## src/logic/secure_wdt_pkg.sv

```systemverilog
// Shared constants and the state type of the secure watchdog timer.
// Assumes a 32-bit APB slave with byte addresses counted from the block base.
package secure_wdt_pkg;

    // Register byte offsets from the block base.
    localparam logic [11:0] OFS_RELOAD_VALUE  = 12'h000;  // Reload value, read and write.
    localparam logic [11:0] OFS_CURRENT_COUNT = 12'h004;  // Current count, read only.
    localparam logic [11:0] OFS_CONTROL       = 12'h008;  // Watchdog control, read and write.
    localparam logic [11:0] OFS_REFRESH       = 12'h00C;  // Refresh register, write only.
    localparam logic [11:0] OFS_STATUS        = 12'h010;  // Block status, read only.

    // Field positions inside the control register.
    localparam int CTL_UP       = 8;   // Count direction, set for up.
    localparam int CTL_ENABLE   = 7;   // Counter run enable.
    localparam int CTL_PERIODIC = 6;   // Periodic reload mode.
    localparam int CTL_WATCHDOG = 5;   // Watchdog mode enable.
    localparam int CTL_SECURE   = 4;   // Secure clear enable.
    localparam int CTL_PRE_HI   = 3;   // Prescaler field, upper bit.
    localparam int CTL_PRE_LO   = 2;   // Prescaler field, lower bit.
    localparam int CTL_IRQ_EN   = 1;   // Expiry gives an interrupt, not a reset.
    localparam int CTL_PD_HALT  = 0;   // Halt in power down.
    localparam int CTL_STORED   = 9;   // Implemented control bits.

    // Field positions inside the status register.
    localparam int STA_IRQ      = 0;   // Pending timer interrupt.
    localparam int STA_LOCKED   = 1;   // Watchdog entered, writes locked.

    // Values after reset.
    localparam logic [15:0] RELOAD_RESET = 16'h03D7;   // Reload value after reset.
    localparam logic [15:0] COUNT_RESET  = 16'h03D7;   // Count after reset.
    localparam logic [8:0]  CTRL_RESET   = 9'h000;     // Control after reset.
    localparam logic [7:0]  LFSR_RESET   = 8'h00;      // Expected refresh after reset.

    // Constants of the counter and the sequence generator.
    localparam logic [15:0] COUNT_MAX    = 16'hFFFF;   // Up-count overflow point.
    localparam logic [7:0]  LFSR_TAPS    = 8'h63;      // Taps for x^6, x^5, x and 1.
    localparam logic [1:0]  PRE_DIV1     = 2'b00;      // Only defined prescaler code.

    // Complete state of the block, registered as one word.
    typedef struct packed {
        logic [8:0]  ctrl;      // Stored control bits.
        logic [15:0] reload;    // Reload value.
        logic [15:0] count;     // Current count.
        logic [7:0]  lfsr;      // Expected refresh value.
        logic        irqFlag;   // Pending timer interrupt.
        logic        wdtReset;  // System reset request pulse.
        logic        oscMeta;   // First synchroniser stage of the tick.
        logic        oscSync;   // Second synchroniser stage of the tick.
        logic        oscPrev;   // Delayed tick level for edge detection.
        logic [31:0] prdata;    // APB read data.
        logic        pready;    // APB ready.
        logic        pslverr;   // APB error.
    } wdt_state_t;

endpackage : secure_wdt_pkg

```

## src/logic/secure_watchdog_timer.sv

```systemverilog
// Secure watchdog timer: 16-bit up/down timer with a watchdog mode and an
// LFSR-checked refresh, reached over APB.
// Assumes a 32.768 kHz oscillator square wave on oscClkIn, power-down and
// debug-halt levels from logic on clk_sys, and rst_b as the power-on reset.
`timescale 1ns/1ps
`default_nettype none

// Notes on behaviour
// - Control bit 8 selects up, else down.
// - Control bit 7 runs the counter.
// - Bit 6 periodic reload, else free running.
// - Bit 5 enters watchdog operation.
// - Bit 4 enables secure clear, off.
// - Prescaler bits 3:2 only divide-by-one.
// - Bit 1: expiry gives IRQ, not reset.
// - Bit 0 halts counter in power down.
// - Secure refresh must equal expected LFSR.
// - LFSR polynomial x8+x6+x5+x+1.
// - Refresh write before watchdog captures seed.
// - Matching refresh reloads and steps LFSR.
// - Mismatching refresh resets at once.
// - Zero seed forces immediate reset when secure clear is on.
// - LFSR state has no read path.
// - Seed 0xAA accepts 0xAA, 0x37, 0x6E.
// - Reload on periodic or watchdog expiry and refresh write.
// - Watchdog decrements to zero then fires.
// - Watchdog locks load and control writes.
// - Debug halt stops the counter.
module secure_watchdog_timer (
    input  wire logic        clk_sys,          // System clock, 40 MHz.
    input  wire logic        rst_b,            // Synchronous power-on reset, active low.
    input  wire logic        psel,             // APB select.
    input  wire logic        penable,          // APB enable.
    input  wire logic        pwrite,           // APB write direction.
    input  wire logic [11:0] paddr,            // APB byte address.
    input  wire logic [31:0] pwdata,           // APB write data.
    output logic      [31:0] prdata,           // APB read data.
    output logic             pready,           // APB ready.
    output logic             pslverr,          // APB error for unmapped addresses.
    input  wire logic        oscClkIn,         // 32.768 kHz timer source.
    input  wire logic        periphPowerDown,  // Peripherals powered down.
    input  wire logic        debugHalt,        // Debugger holds the processor.
    output logic             timerIrq,         // Timer interrupt, level.
    output logic             wdtReset          // System reset request, one-cycle pulse; held high while the secure seed is zero.
);

    // Registered state and its next value.
    secure_wdt_pkg::wdt_state_t st_ff;     // Current state.
    secure_wdt_pkg::wdt_state_t nxt_st;    // Next state.

    // Next state of the refresh sequence, left-shift Galois form.
    function automatic logic [7:0] lfsrNext(input logic [7:0] cur);
        lfsrNext = {cur[6:0], 1'b0} ^ (cur[7] ? secure_wdt_pkg::LFSR_TAPS : 8'h00);
    endfunction : lfsrNext

    // APB phase and address decode.
    logic setupPhase;   // First cycle of a transfer.
    logic accessWr;     // Write completing at this edge.
    logic addrHit;      // Address is mapped.
    logic wrReload;     // Write to reload value.
    logic wrCtrl;       // Write to control.
    logic wrRefresh;    // Write to refresh register.
    logic [31:0] readMux; // Read data for the addressed register.

    // Decode is combinational; pready comes one cycle after setup, so every
    // transfer has exactly one access cycle.
    always_comb begin
        setupPhase = psel & ~penable;
        accessWr   = psel & penable & st_ff.pready & pwrite;
        addrHit    = (paddr == secure_wdt_pkg::OFS_RELOAD_VALUE)
                   | (paddr == secure_wdt_pkg::OFS_CURRENT_COUNT)
                   | (paddr == secure_wdt_pkg::OFS_CONTROL)
                   | (paddr == secure_wdt_pkg::OFS_REFRESH)
                   | (paddr == secure_wdt_pkg::OFS_STATUS);
        wrReload   = accessWr & (paddr == secure_wdt_pkg::OFS_RELOAD_VALUE);
        wrCtrl     = accessWr & (paddr == secure_wdt_pkg::OFS_CONTROL);
        wrRefresh  = accessWr & (paddr == secure_wdt_pkg::OFS_REFRESH);
        // The refresh register reads zero and never shows the LFSR.
        readMux    = 32'h0000_0000;
        case (paddr)
            secure_wdt_pkg::OFS_RELOAD_VALUE:  readMux = {16'h0000, st_ff.reload};
            secure_wdt_pkg::OFS_CURRENT_COUNT: readMux = {16'h0000, st_ff.count};
            // Bits 31:9 are not stored and read as zero.
            secure_wdt_pkg::OFS_CONTROL:       readMux = {23'h00_0000, st_ff.ctrl};
            secure_wdt_pkg::OFS_STATUS: begin
                readMux[secure_wdt_pkg::STA_IRQ]    = st_ff.irqFlag;
                readMux[secure_wdt_pkg::STA_LOCKED] = st_ff.ctrl[secure_wdt_pkg::CTL_WATCHDOG];
            end
            default:                           readMux = 32'h0000_0000;
        endcase
    end

    // Counter control terms.
    logic tickEdge;    // Rising edge of the synchronised oscillator.
    logic runCount;    // Counter advances this cycle.
    logic wdMode;      // Watchdog operation active.
    logic secureOn;    // Secure clear checking active.
    logic atEnd;       // Count stands at its terminal value.
    logic expire;      // Terminal count reached on a tick.
    logic refreshOk;   // Secure refresh matched the expected value.

    // The tick comes only from the synchronised pair; the metastable stage
    // is read by nothing but the second stage.
    always_comb begin
        tickEdge  = st_ff.oscSync & ~st_ff.oscPrev;
        // Reserved prescaler codes also divide by one.
        runCount  = tickEdge & st_ff.ctrl[secure_wdt_pkg::CTL_ENABLE]
                  & ~debugHalt
                  & ~(st_ff.ctrl[secure_wdt_pkg::CTL_PD_HALT] & periphPowerDown);
        wdMode    = st_ff.ctrl[secure_wdt_pkg::CTL_WATCHDOG];
        secureOn  = wdMode & st_ff.ctrl[secure_wdt_pkg::CTL_SECURE];
        if (wdMode || !st_ff.ctrl[secure_wdt_pkg::CTL_UP]) begin
            atEnd = (st_ff.count == 16'h0000);
        end else begin
            atEnd = (st_ff.count == secure_wdt_pkg::COUNT_MAX);
        end
        expire    = runCount & atEnd;
        refreshOk = (pwdata[7:0] == st_ff.lfsr) & (st_ff.lfsr != 8'h00);
    end

    // All state updates in one place; later assignments override earlier ones.
    always_comb begin
        nxt_st          = st_ff;
        nxt_st.oscMeta  = oscClkIn;
        nxt_st.oscSync  = st_ff.oscMeta;
        nxt_st.oscPrev  = st_ff.oscSync;
        nxt_st.wdtReset = 1'b0;
        // APB answer, registered so the ports come straight from flops.
        nxt_st.pready   = setupPhase;
        nxt_st.pslverr  = setupPhase & ~addrHit;
        if (setupPhase) begin
            nxt_st.prdata = readMux;
        end
        // Once the watchdog is entered, reload and control are frozen until
        // power-on reset, so a runaway program cannot disarm it.
        if (wrReload && !wdMode) begin
            nxt_st.reload = pwdata[15:0];
        end
        if (wrCtrl && !wdMode) begin
            nxt_st.ctrl = pwdata[secure_wdt_pkg::CTL_STORED-1:0];
        end
        // Refresh write has priority over counting in the same cycle.
        if (wrRefresh) begin
            if (secureOn) begin
                if (refreshOk) begin
                    nxt_st.count = st_ff.reload;
                    nxt_st.lfsr  = lfsrNext(st_ff.lfsr);
                end else begin
                    nxt_st.wdtReset = 1'b1;
                end
            end else begin
                nxt_st.count   = st_ff.reload;
                nxt_st.irqFlag = 1'b0;
                if (!wdMode) begin
                    nxt_st.lfsr = pwdata[7:0];
                end
            end
        end else if (runCount) begin
            if (wdMode) begin
                if (atEnd) begin
                    nxt_st.count = st_ff.reload;
                    if (st_ff.ctrl[secure_wdt_pkg::CTL_IRQ_EN]) begin
                        nxt_st.irqFlag = 1'b1;
                    end else begin
                        nxt_st.wdtReset = 1'b1;
                    end
                end else begin
                    nxt_st.count = st_ff.count - 16'h0001;
                end
            end else if (st_ff.ctrl[secure_wdt_pkg::CTL_UP]) begin
                if (atEnd) begin
                    nxt_st.count = st_ff.ctrl[secure_wdt_pkg::CTL_PERIODIC] ?
                                   st_ff.reload : 16'h0000;
                end else begin
                    nxt_st.count = st_ff.count + 16'h0001;
                end
            end else begin
                if (atEnd) begin
                    nxt_st.count = st_ff.ctrl[secure_wdt_pkg::CTL_PERIODIC] ?
                                   st_ff.reload : secure_wdt_pkg::COUNT_MAX;
                end else begin
                    nxt_st.count = st_ff.count - 16'h0001;
                end
            end
        end
        // A normal-mode expiry in the same cycle as a refresh still sets the flag.
        if (expire && !wdMode) begin
            nxt_st.irqFlag = 1'b1;
        end
        // A zero expected value can never be matched, so it resets at once.
        if (secureOn && st_ff.lfsr == 8'h00) begin
            nxt_st.wdtReset = 1'b1;
        end
    end

    // Single state register with synchronous reset to constants.
    always_ff @(posedge clk_sys) begin
        if (!rst_b) begin
            st_ff.ctrl     <= secure_wdt_pkg::CTRL_RESET;
            st_ff.reload   <= secure_wdt_pkg::RELOAD_RESET;
            st_ff.count    <= secure_wdt_pkg::COUNT_RESET;
            st_ff.lfsr     <= secure_wdt_pkg::LFSR_RESET;
            st_ff.irqFlag  <= 1'b0;
            st_ff.wdtReset <= 1'b0;
            st_ff.oscMeta  <= 1'b0;
            st_ff.oscSync  <= 1'b0;
            st_ff.oscPrev  <= 1'b0;
            st_ff.prdata   <= 32'h0000_0000;
            st_ff.pready   <= 1'b0;
            st_ff.pslverr  <= 1'b0;
        end else begin
            st_ff <= nxt_st;
        end
    end

    // Outputs are taken straight from the state register.
    assign prdata   = st_ff.prdata;
    assign pready   = st_ff.pready;
    assign pslverr  = st_ff.pslverr;
    assign timerIrq = st_ff.irqFlag;
    assign wdtReset = st_ff.wdtReset;
endmodule : secure_watchdog_timer

`default_nettype wire

```

## config.mk

```make
export PLATFORM = sky130hd
export DESIGN_NAME = secure_watchdog_timer
export DESIGN_NICKNAME = d
export VERILOG_FILES = /design/src/logic/secure_wdt_pkg.sv /design/src/logic/secure_watchdog_timer.sv
export SDC_FILE = /design/constraint.sdc
export NUM_CORES = 1
export LEC_CHECK = 0
export BUFFER_PORTS_ARGS = -buffer_cell sky130_fd_sc_hd__buf_2
export CORE_AREA = 2 2 99 82
export DETAILED_ROUTE_END_ITERATION = 8
export DIE_AREA = 0 0 101 84
export PLACE_DENSITY = 0.84
export RECOVER_POWER = 100
export SLEW_MARGIN = 10
export SYNTH_ARGS = -nofsm -noshare
export SYNTH_HDL_FRONTEND = slang
export SYNTH_SLANG_ARGS = --single-unit
```

## constraint.sdc

```tcl
create_clock -name clk_sys -period 6.7 [get_ports clk_sys]
set_clock_uncertainty 0.2 [all_clocks]
set_input_delay 1.34 -clock clk_sys [delete_from_list [all_inputs] [get_ports clk_sys]]
set_output_delay 1.34 -clock clk_sys [all_outputs]
set_load 0.05 [all_outputs]
```

==> results.yml, run 1 <==
run_status:
  status: "finished, violations left"
  violations: "capacitance limit, slew limit"
detailed_routing:
  drc: 0
  routed_wl_um: 11300
  firstDrtPassIters: 5
  viasPerCell: 6.24
  wire_per_inst_um: 17.5
  drt_iter0_drc: 422
  ant_nets: 0
  num_vias: 4023
flow_run:
  max-cap-violations: 2
logic_synthesis:
  ys_warn_count: 0
  synth_seq_cells: 72
  ys.flop_type: "dfxtp_1"
  synth_edf_count: 0
  synthCells: 535
  ys_types: 63
  synthArstFlopShare: 0
  ys_seq_area_frac: 0.330
  avgSynthCellArea_um2: 8.16
  synthesis.area_um2: 4370
floorplanning:
  io_pins: 88
  start_util: 0.573
  rows: 29
  fp.dieArea_um2: 8480
  core-area_um2: 7620
  die_y_um: 84
  dieWidth_um: 101
finish:
  antenna_cells: 0
  drive_gt1_frac: 0.114
  nets: 602
  final_util: 0.598
  syn2layout_area_growth_pct: 4.30
clock_network:
  clk_path_buf_depth: 2
  clock_latency_ps: 360
  cts-root-buf: "clkbuf_8"
  clk_pin_slew_ps: 80
  cts_tree: "yes"
  cts_resized: 0
  cts_setup_buffers: 0
  htreeDepth: 3
  holdBufCountCts: 0
  numCtsBuffers: 9
  cts.sinks: 72
setup_path:
  path_max_fanout: 16
  critPathKind: "in -> reg"
  r2r-end: "st_ff[50]"
  reg2reg_setup_slack_ps: 3350
  worstReg2RegStart: "st_ff[84]"
  end_kind: "flop"
  worst_ep_arrival_time_ps: 4150
  startpoint_type: "input pin"
  crit_required_ps: 6650
  reg2regPathDepth: 7
global_route:
  grt_max_degree: 46
  grt_pass1_vias: 3631
  grt_pass1_wl_um: 18100
  grt-ovfl-total: 0
  grt_use_total: 0.271
  grt_antenna_before_repair: 0
timing:
  hold_viol_final: 0
  slew_viol_final: 80
  tns_ps: 0
  setup_viol: 0
  rsz0062_at_grt: "no"
  period_minus_slack_ps: 4190
  max_slew_margin: -0.412
  timing.final.crit_share: 0.626
  worst_slew_pin_slew_ps: 2120
  fmax_ghz: 0.239
placement:
  gp_congestion: 0.937
  post-dp-hpwl_um: 7820
  portBuffers: 55
hold_path:
  hold_end: "nxt_st[34]"
  whs_path_depth: 1
  hold_path.class: "reg -> reg"
  hold_start: "nxt_st[35]"
power_and_ir_drop:
  powerDensity_nw_per_um2: 189
  max-vdd-ir-drop_uv: 120
  p_seq_frac: 0.507
  internal_power_uw: 623
  combPwrFrac: 0.102
  clockPowerShare: 0.391
  switching_share: 0.278
  p_leak_nw: 1.70
  switching_power_uw: 240
## how the worst max path moves through the flow
stage / from / endpoint
finish: paddr[1] / st_ff[66]
global route: paddr[1] / st_ff[71]
CTS: paddr[1] / st_ff[42]
detailed placement: paddr[1] / st_ff[42]
global placement: paddr[1] / st_ff[45]
floorplan: paddr[1] / st_ff[63]
## Yosys cell counts, drive strengths merged, types with 3 or more instances
cell    number  share of area
xor2        11          0.022
o21ai       22          0.025
a22oi        7          0.012
or4          3         0.0069
nor4        10          0.023
nor2b        3         0.0043
nand2b       4         0.0075
nand3       15          0.017
a211oi      20          0.034
o211ai       5         0.0086
a221oi       3         0.0089
dfxtp       72           0.33
nand4        7          0.010
o221ai       4         0.0080
nor3        14          0.016
or3          5         0.0072
xnor2       13          0.026
and3         4         0.0057
inv          7         0.0060
ha           3         0.0086
a31oi        5         0.0072
clkbuf      28          0.024
buf         43          0.069
nand2       37          0.034
and4         4         0.0080
o21a         5         0.0086
nor2        72          0.062
o22ai        8          0.011
mux2i       37          0.085
a311oi       5          0.010
a21oi       29          0.034
o31ai        3         0.0083
and2         7          0.011
## cells by family (layout without fill, tap and decap cells)
family | count (synthesis) | count (layout) | synth area share
flops | 72 | 72 | 0.330
fa+ha+maj | 3 | 3 | 0.00860
mux | 38 | 38 | 0.0874
simple gates | 190 | 190 | 0.221
xor+xnor | 24 | 24 | 0.0482
compound gates | 129 | 129 | 0.205
other cells | 1 | 16 | 0.000859
buf+inv | 78 | 80 | 0.0992
## cell usage in the layout (no fill, tap or decap), types with 3 or more instances in the layout
cell	instances
a211oi_1	20
a21oi_1	28
a22oi_1	7
a311oi_1	5
a31oi_1	5
and2_0	3
and2_1	3
and3_1	4
and4_1	4
buf_2	34
clkbuf_1	23
clkbuf_8	9
clkinv_2	5
conb_1	16
dfxtp_1	72
ha_1	3
inv_1	7
mux2i_1	37
nand2_1	36
nand2b_1	3
nand3_1	15
nand4_1	7
nor2_1	72
nor2b_1	3
nor3_1	14
nor4_1	8
o211ai_1	5
o21a_1	5
o21ai_0	18
o21ai_1	4
o221ai_1	4
o22ai_1	8
or3_1	5
xnor2_1	13
xor2_1	11
## metrics by stage
| stage | cell area [um^2] | instances | worst slack (ps) | power, mW | hold slack [ps] |
|---|---|---|---|---|---|
| after global placement | 4420 | 629 | 2640 | 0.535 | 217 |
| final | 4550 | 645 | 2510 | 0.862 | 241 |
| after CTS | 4610 | 645 | 2870 | 0.867 | 249 |
| after global routing | 4550 | 645 | 2330 | 0.889 | 263 |
| after floorplan | 4420 | 550 | 3190 | 0.528 | 212 |
| after detailed placement | 4420 | 629 | 2510 | 0.537 | 230 |
## routing by layer
layer | vias to the layer above | global-route usage | routed length [um]
met2 | 217 | 0.409 | 5010
met3 | 19 | 0.0628 | 1090
met5 | - | 0 | 0
met4 | 0 | 0.0872 | 169
met1 | 1875 | 0.383 | 5020
li1 | 1912 | - | -
## sequential cells by signal (all words and copies together) (netlist names)
signal,cells
pready,1
nxt_st,2
wdtReset,1
prdata,16
pslverr,1
st_ff,50
timerIrq,1
## power by group through the flow
stage	registers, mW	clock network, mW	logic (mW)
2_1_floorplan	0.448	0	0.0795
5_1_grt	0.438	0.357	0.0942
6_report	0.437	0.337	0.0879
3_5_place_dp	0.447	0	0.0897
3_3_place_gp	0.447	0	0.0884
4_1_cts	0.437	0.341	0.0898
## critical path: stages
cell      delay, ps
buf_2           100
nor4_1          260
nand3_1         250
or3_1           550
nor4_1          270
clkbuf_1       1020
mux2i_1         290
nor2_1           70
## final cells by class
cell class	count	area [um^2]
Clock buffer	9	124
Clock inverter	7	62.6
Fill cell	705	3070
Inverter	7	26.3
Multi-Input combinational cell	400	2530
Sequential cell	72	1440
Tap cell	93	116
Timing Repair Buffer	57	256
(Power assumes the default switching activity.)
==> run 2, diff against run 1 <==
--- a/config.mk
+++ b/config.mk
@@ -6,10 +6,10 @@
 export NUM_CORES = 1
 export LEC_CHECK = 0
 export BUFFER_PORTS_ARGS = -buffer_cell sky130_fd_sc_hd__buf_2
-export CORE_AREA = 2 2 99 82
+export CORE_AREA = 2 2 102 84
 export DETAILED_ROUTE_END_ITERATION = 8
-export DIE_AREA = 0 0 101 84
-export PLACE_DENSITY = 0.84
+export DIE_AREA = 0 0 104 86
+export PLACE_DENSITY = 0.8
 export RECOVER_POWER = 100
 export SLEW_MARGIN = 10
 export SYNTH_ARGS = -nofsm -noshare
==> constraint.sdc (replaced) <==
create_clock -name clk_sys -period 3.9 [get_ports clk_sys]
set_clock_uncertainty 0.2 [all_clocks]
set_input_delay 0.78 -clock clk_sys [delete_from_list [all_inputs] [get_ports clk_sys]]
set_output_delay 0.78 -clock clk_sys [all_outputs]
set_load 0.05 [all_outputs]
==> results.yml, run 2 (same netlist as run 1, synthesis figures left out) <==
setup_path:
  startpoint_type: "input pin"
  crit_required_ps: 3960
  reg2regPathDepth: 6
  worst_ep_arrival_time_ps: 3500
  worstReg2RegStart: "pready"
  end_kind: "flop"
  reg2reg_setup_slack_ps: 670
  path_max_fanout: 19
  critPathKind: "in -> reg"
  r2r-end: "st_ff[59]"
floorplanning:
  die_y_um: 86
  fp.dieArea_um2: 8940
  dieWidth_um: 104
  io_pins: 88
  start_util: 0.557
  rows: 29
  core-area_um2: 7840
detailed_routing:
  firstDrtPassIters: 6
  viasPerCell: 6.09
  drt_iter0_drc: 411
  num_vias: 4057
  ant_nets: 0
  drc: 0
  routed_wl_um: 11400
  wire_per_inst_um: 17.1
finish:
  antenna_cells: 0
  largest-register: "st_ff"
  largest_reg_flops: 50
  mostFrequentLayoutCells: "72 x nor2_1, 72 x dfxtp_1, 37 x mux2i_1"
  final_util: 0.589
  drive_gt1_frac: 0.127
  nets: 608
  syn2layout_area_growth_pct: 5.67
  fillers: 771
timing:
  timing.final.crit_share: 0.880
  tns_ps: 0
  max_slew_margin: 0.134
  worst_slew_pin_slew_ps: 1300
  setup_viol: 0
  rsz0062_at_grt: "no"
  fin_ws_ps: 468
  fmax_ghz: 0.291
  slew_viol_final: 0
  period_minus_slack_ps: 3430
  hold_viol_final: 0
hold_path:
  hold_end: "st_ff[34]"
  whs_path_depth: 1
  hold_path.class: "reg -> reg"
  hold_start: "nxt_st[34]"
power_and_ir_drop:
  max-vdd-ir-drop_uv: 235
  fin_total_pwr_mw: 1.41
  powerDensity_nw_per_um2: 307
  p_leak_nw: 1.71
placement:
  dp_slack_ps: 560
  post-dp-hpwl_um: 7990
  gp_congestion: 0.967
  portBuffers: 55
global_route:
  grt_pass1_vias: 3671
  grt_antenna_before_repair: 0
  grt_max_degree: 34
  grt_use_total: 0.256
  grt_pass1_wl_um: 18500
  grt-ovfl-total: 0
clock_network:
  htreeDepth: 3
  holdBufCountCts: 0
  cts_tree: "yes"
  cts.sinks: 72
  numCtsBuffers: 9
  cts-root-buf: "clkbuf_8"
  clock_latency_ps: 350
  cts_setup_buffers: 0
  clk_path_buf_depth: 2
  cts_resized: 0
  clk_pin_slew_ps: 70
run_status:
  status: "finished clean"
flow_run:
  max-cap-violations: 0
run 2: cell type report:
class	instances	area (um^2)	area share
multi-input cells	400	2550	0.553
clock inverters	6	36.3	0.00787
well taps	108	135	0.0293
flip-flops and latches	72	1440	0.312
repair buffers	63	297	0.0643
clock buffers	10	128	0.0277
inverters	7	26.3	0.00570
run 2: report_power, final:
part           switching [mW]  leakage, nW  internal, mW
Sequential            0.00491        0.584         0.746
Combinational           0.118         1.04        0.0350
Clock                   0.283       0.0858         0.227
Total                   0.406         1.71          1.01
run 2: per-stage QoR:
step                      area (um^2)  cells  hold WS [ps]
final                            4610    666           251
after global routing             4610    666           269
after CTS                        4650    666           255
after detailed placement         4490    650           236
after global placement           4490    650           216
after floorplan                  4420    550           212
run 2: layer usage:
layer | wire (um) | global-route usage
met1 | 5230 | 0.360
met2 | 5000 | 0.388
met3 | 993 | 0.0593
met4 | 139 | 0.0823
met5 | 0 | 0
run 2: worst max-delay path, stage by stage:
cell	delay, ps
buf_2	100
nand4_1	200
nand4bb_1	220
or2_0	1000
o31a_1	680
o41ai_1	210
a221oi_2	300
run 2: how the worst max path moves through the flow:
stage | startpoint | to | slack [ps] | depth (start not counted)
after floorplan | paddr[1] | st_ff[63] | 950 | 8
after global placement | psel | st_ff[59] | 640 | 7
after detailed placement | psel | st_ff[59] | 560 | 7
after CTS | psel | st_ff[59] | 910 | 7
after global routing | psel | st_ff[59] | 420 | 7
final | psel | st_ff[59] | 470 | 7
==> run 3, diff against run 2 <==
--- a/config.mk
+++ b/config.mk
@@ -11,6 +11,7 @@
 export DIE_AREA = 0 0 104 86
 export PLACE_DENSITY = 0.8
 export RECOVER_POWER = 100
+export REMOVE_ABC_BUFFERS = 1
 export SLEW_MARGIN = 10
 export SYNTH_ARGS = -nofsm -noshare
 export SYNTH_HDL_FRONTEND = slang
==> results.yml, run 3 (same netlist as run 1, synthesis figures left out) <==
run_status:
  status: "finished clean"
floorplanning:
  fp.dieArea_um2: 8940
  start_util: 0.557
  die_y_um: 86
  io_pins: 88
  rows: 29
  dieWidth_um: 104
  core-area_um2: 7840
setup_path:
  startpoint_type: "input pin"
  setup.worst_path.start: "paddr[1]"
  worstReg2RegStart: "st_ff[51]"
  critPathKind: "in -> reg"
  crit_required_ps: 3890
  worst_ep_arrival_time_ps: 3350
  end_kind: "flop"
  path_max_fanout: 9
power_and_ir_drop:
  max-vdd-ir-drop_uv: 229
  p_leak_nw: 1.72
  powerDensity_nw_per_um2: 330
finish:
  nets: 612
  largest_reg_flops: 50
  mostFrequentLayoutCells: "72 x nor2_1, 72 x dfxtp_1, 37 x mux2i_1"
  drive_gt1_frac: 0.116
  syn2layout_area_growth_pct: 6.08
  antenna_cells: 0
  largest-register: "st_ff"
detailed_routing:
  met2WireLength_um: 5390
  drt_iter0_drc: 343
  wire_per_inst_um: 17.9
  num_vias: 4088
  top_layer_used: "met4"
  routed_wl_um: 12000
  firstDrtPassIters: 5
  viasPerCell: 6.10
  met1Wirelength_um: 5370
  ant_nets: 0
  drc: 0
  dr_wl_met3_um: 1020
global_route:
  grt_max_degree: 34
  grt-ovfl-total: 0
  grt_antenna_before_repair: 0
  grt_pass1_vias: 3882
  grt_pass1_wl_um: 19800
  grt_use_total: 0.276
clock_network:
  holdBufCountCts: 0
  cts_resized: 0
  cts.sinks: 72
  cts_setup_buffers: 0
  cts_tree: "yes"
  htreeDepth: 3
  clk_path_buf_depth: 2
  clk_pin_slew_ps: 80
  clock_latency_ps: 360
  cts-root-buf: "clkbuf_8"
  numCtsBuffers: 9
timing:
  fin_ws_ps: 539
  setup_viol: 0
  fmax_ghz: 0.298
  period_minus_slack_ps: 3360
  max_slew_margin: 0.251
  timing.final.crit_share: 0.862
  worst_slew_pin_slew_ps: 1120
  tns_ps: 0
  hold_viol_final: 0
  rsz0062_at_grt: "no"
  slew_viol_final: 0
placement:
  gp_congestion: 0.913
  dp_slack_ps: 623
  post-dp-hpwl_um: 8370
  portBuffers: 55
flow_run:
  max-cap-violations: 0
hold_path:
  hold_start: "nxt_st[35]"
  hold_path.class: "reg -> reg"
run 3: cell type report:
cell class / count / area (um^2)
Fill cell: 753 / 3210
Multi-Input combinational cell: 400 / 2510
Sequential cell: 72 / 1440
Timing Repair Buffer: 67 / 309
Clock buffer: 11 / 151
Tap cell: 108 / 135
Clock inverter: 5 / 55.1
Inverter: 7 / 26.3
run 3: path summary, 6_finish.rpt:
kind,to,slack (ps),cells past startpoint
worst min register to register,nxt_st[34],230,1
worst max register to register,st_ff[50],640,7
worst max-delay path,st_ff[64],540,8
worst min-delay path,nxt_st[34],230,1
run 3: critical path: stages:
cell and delay [ps]:
buf_2 90, nor4_1 270, nand3_1 250, or3_1 580
nor4_1 330, clkbuf_1 680, mux2i_1 280, nand2_1 100
run 3: routing by layer:
layer / GRT usage / up-vias
met5: 0 / -
met2: 0.440 / 207
met4: 0.107 / 0
met1: 0.371 / 1919
met3: 0.0562 / 27
li1: - / 1935
run 3: metrics by stage:
step | power, mW | util | hold slack (ps) | cell area [um^2] | std cells
final | 1.53 | 0.591 | 229 | 4630 | 670
after global routing | 1.57 | 0.591 | 236 | 4630 | 670
after CTS | 1.54 | 0.603 | 227 | 4720 | 670
after detailed placement | 0.925 | 0.576 | 222 | 4520 | 654
after global placement | 0.922 | 0.576 | 217 | 4520 | 654
after floorplan | 0.873 | - | 212 | 4020 | 479
run 3: report_power, final:
group,total [mW],switching (mW),internal [mW]
combinational,0.153,0.119,0.0345
clock,0.626,0.298,0.328
sequential,0.751,0.00490,0.746
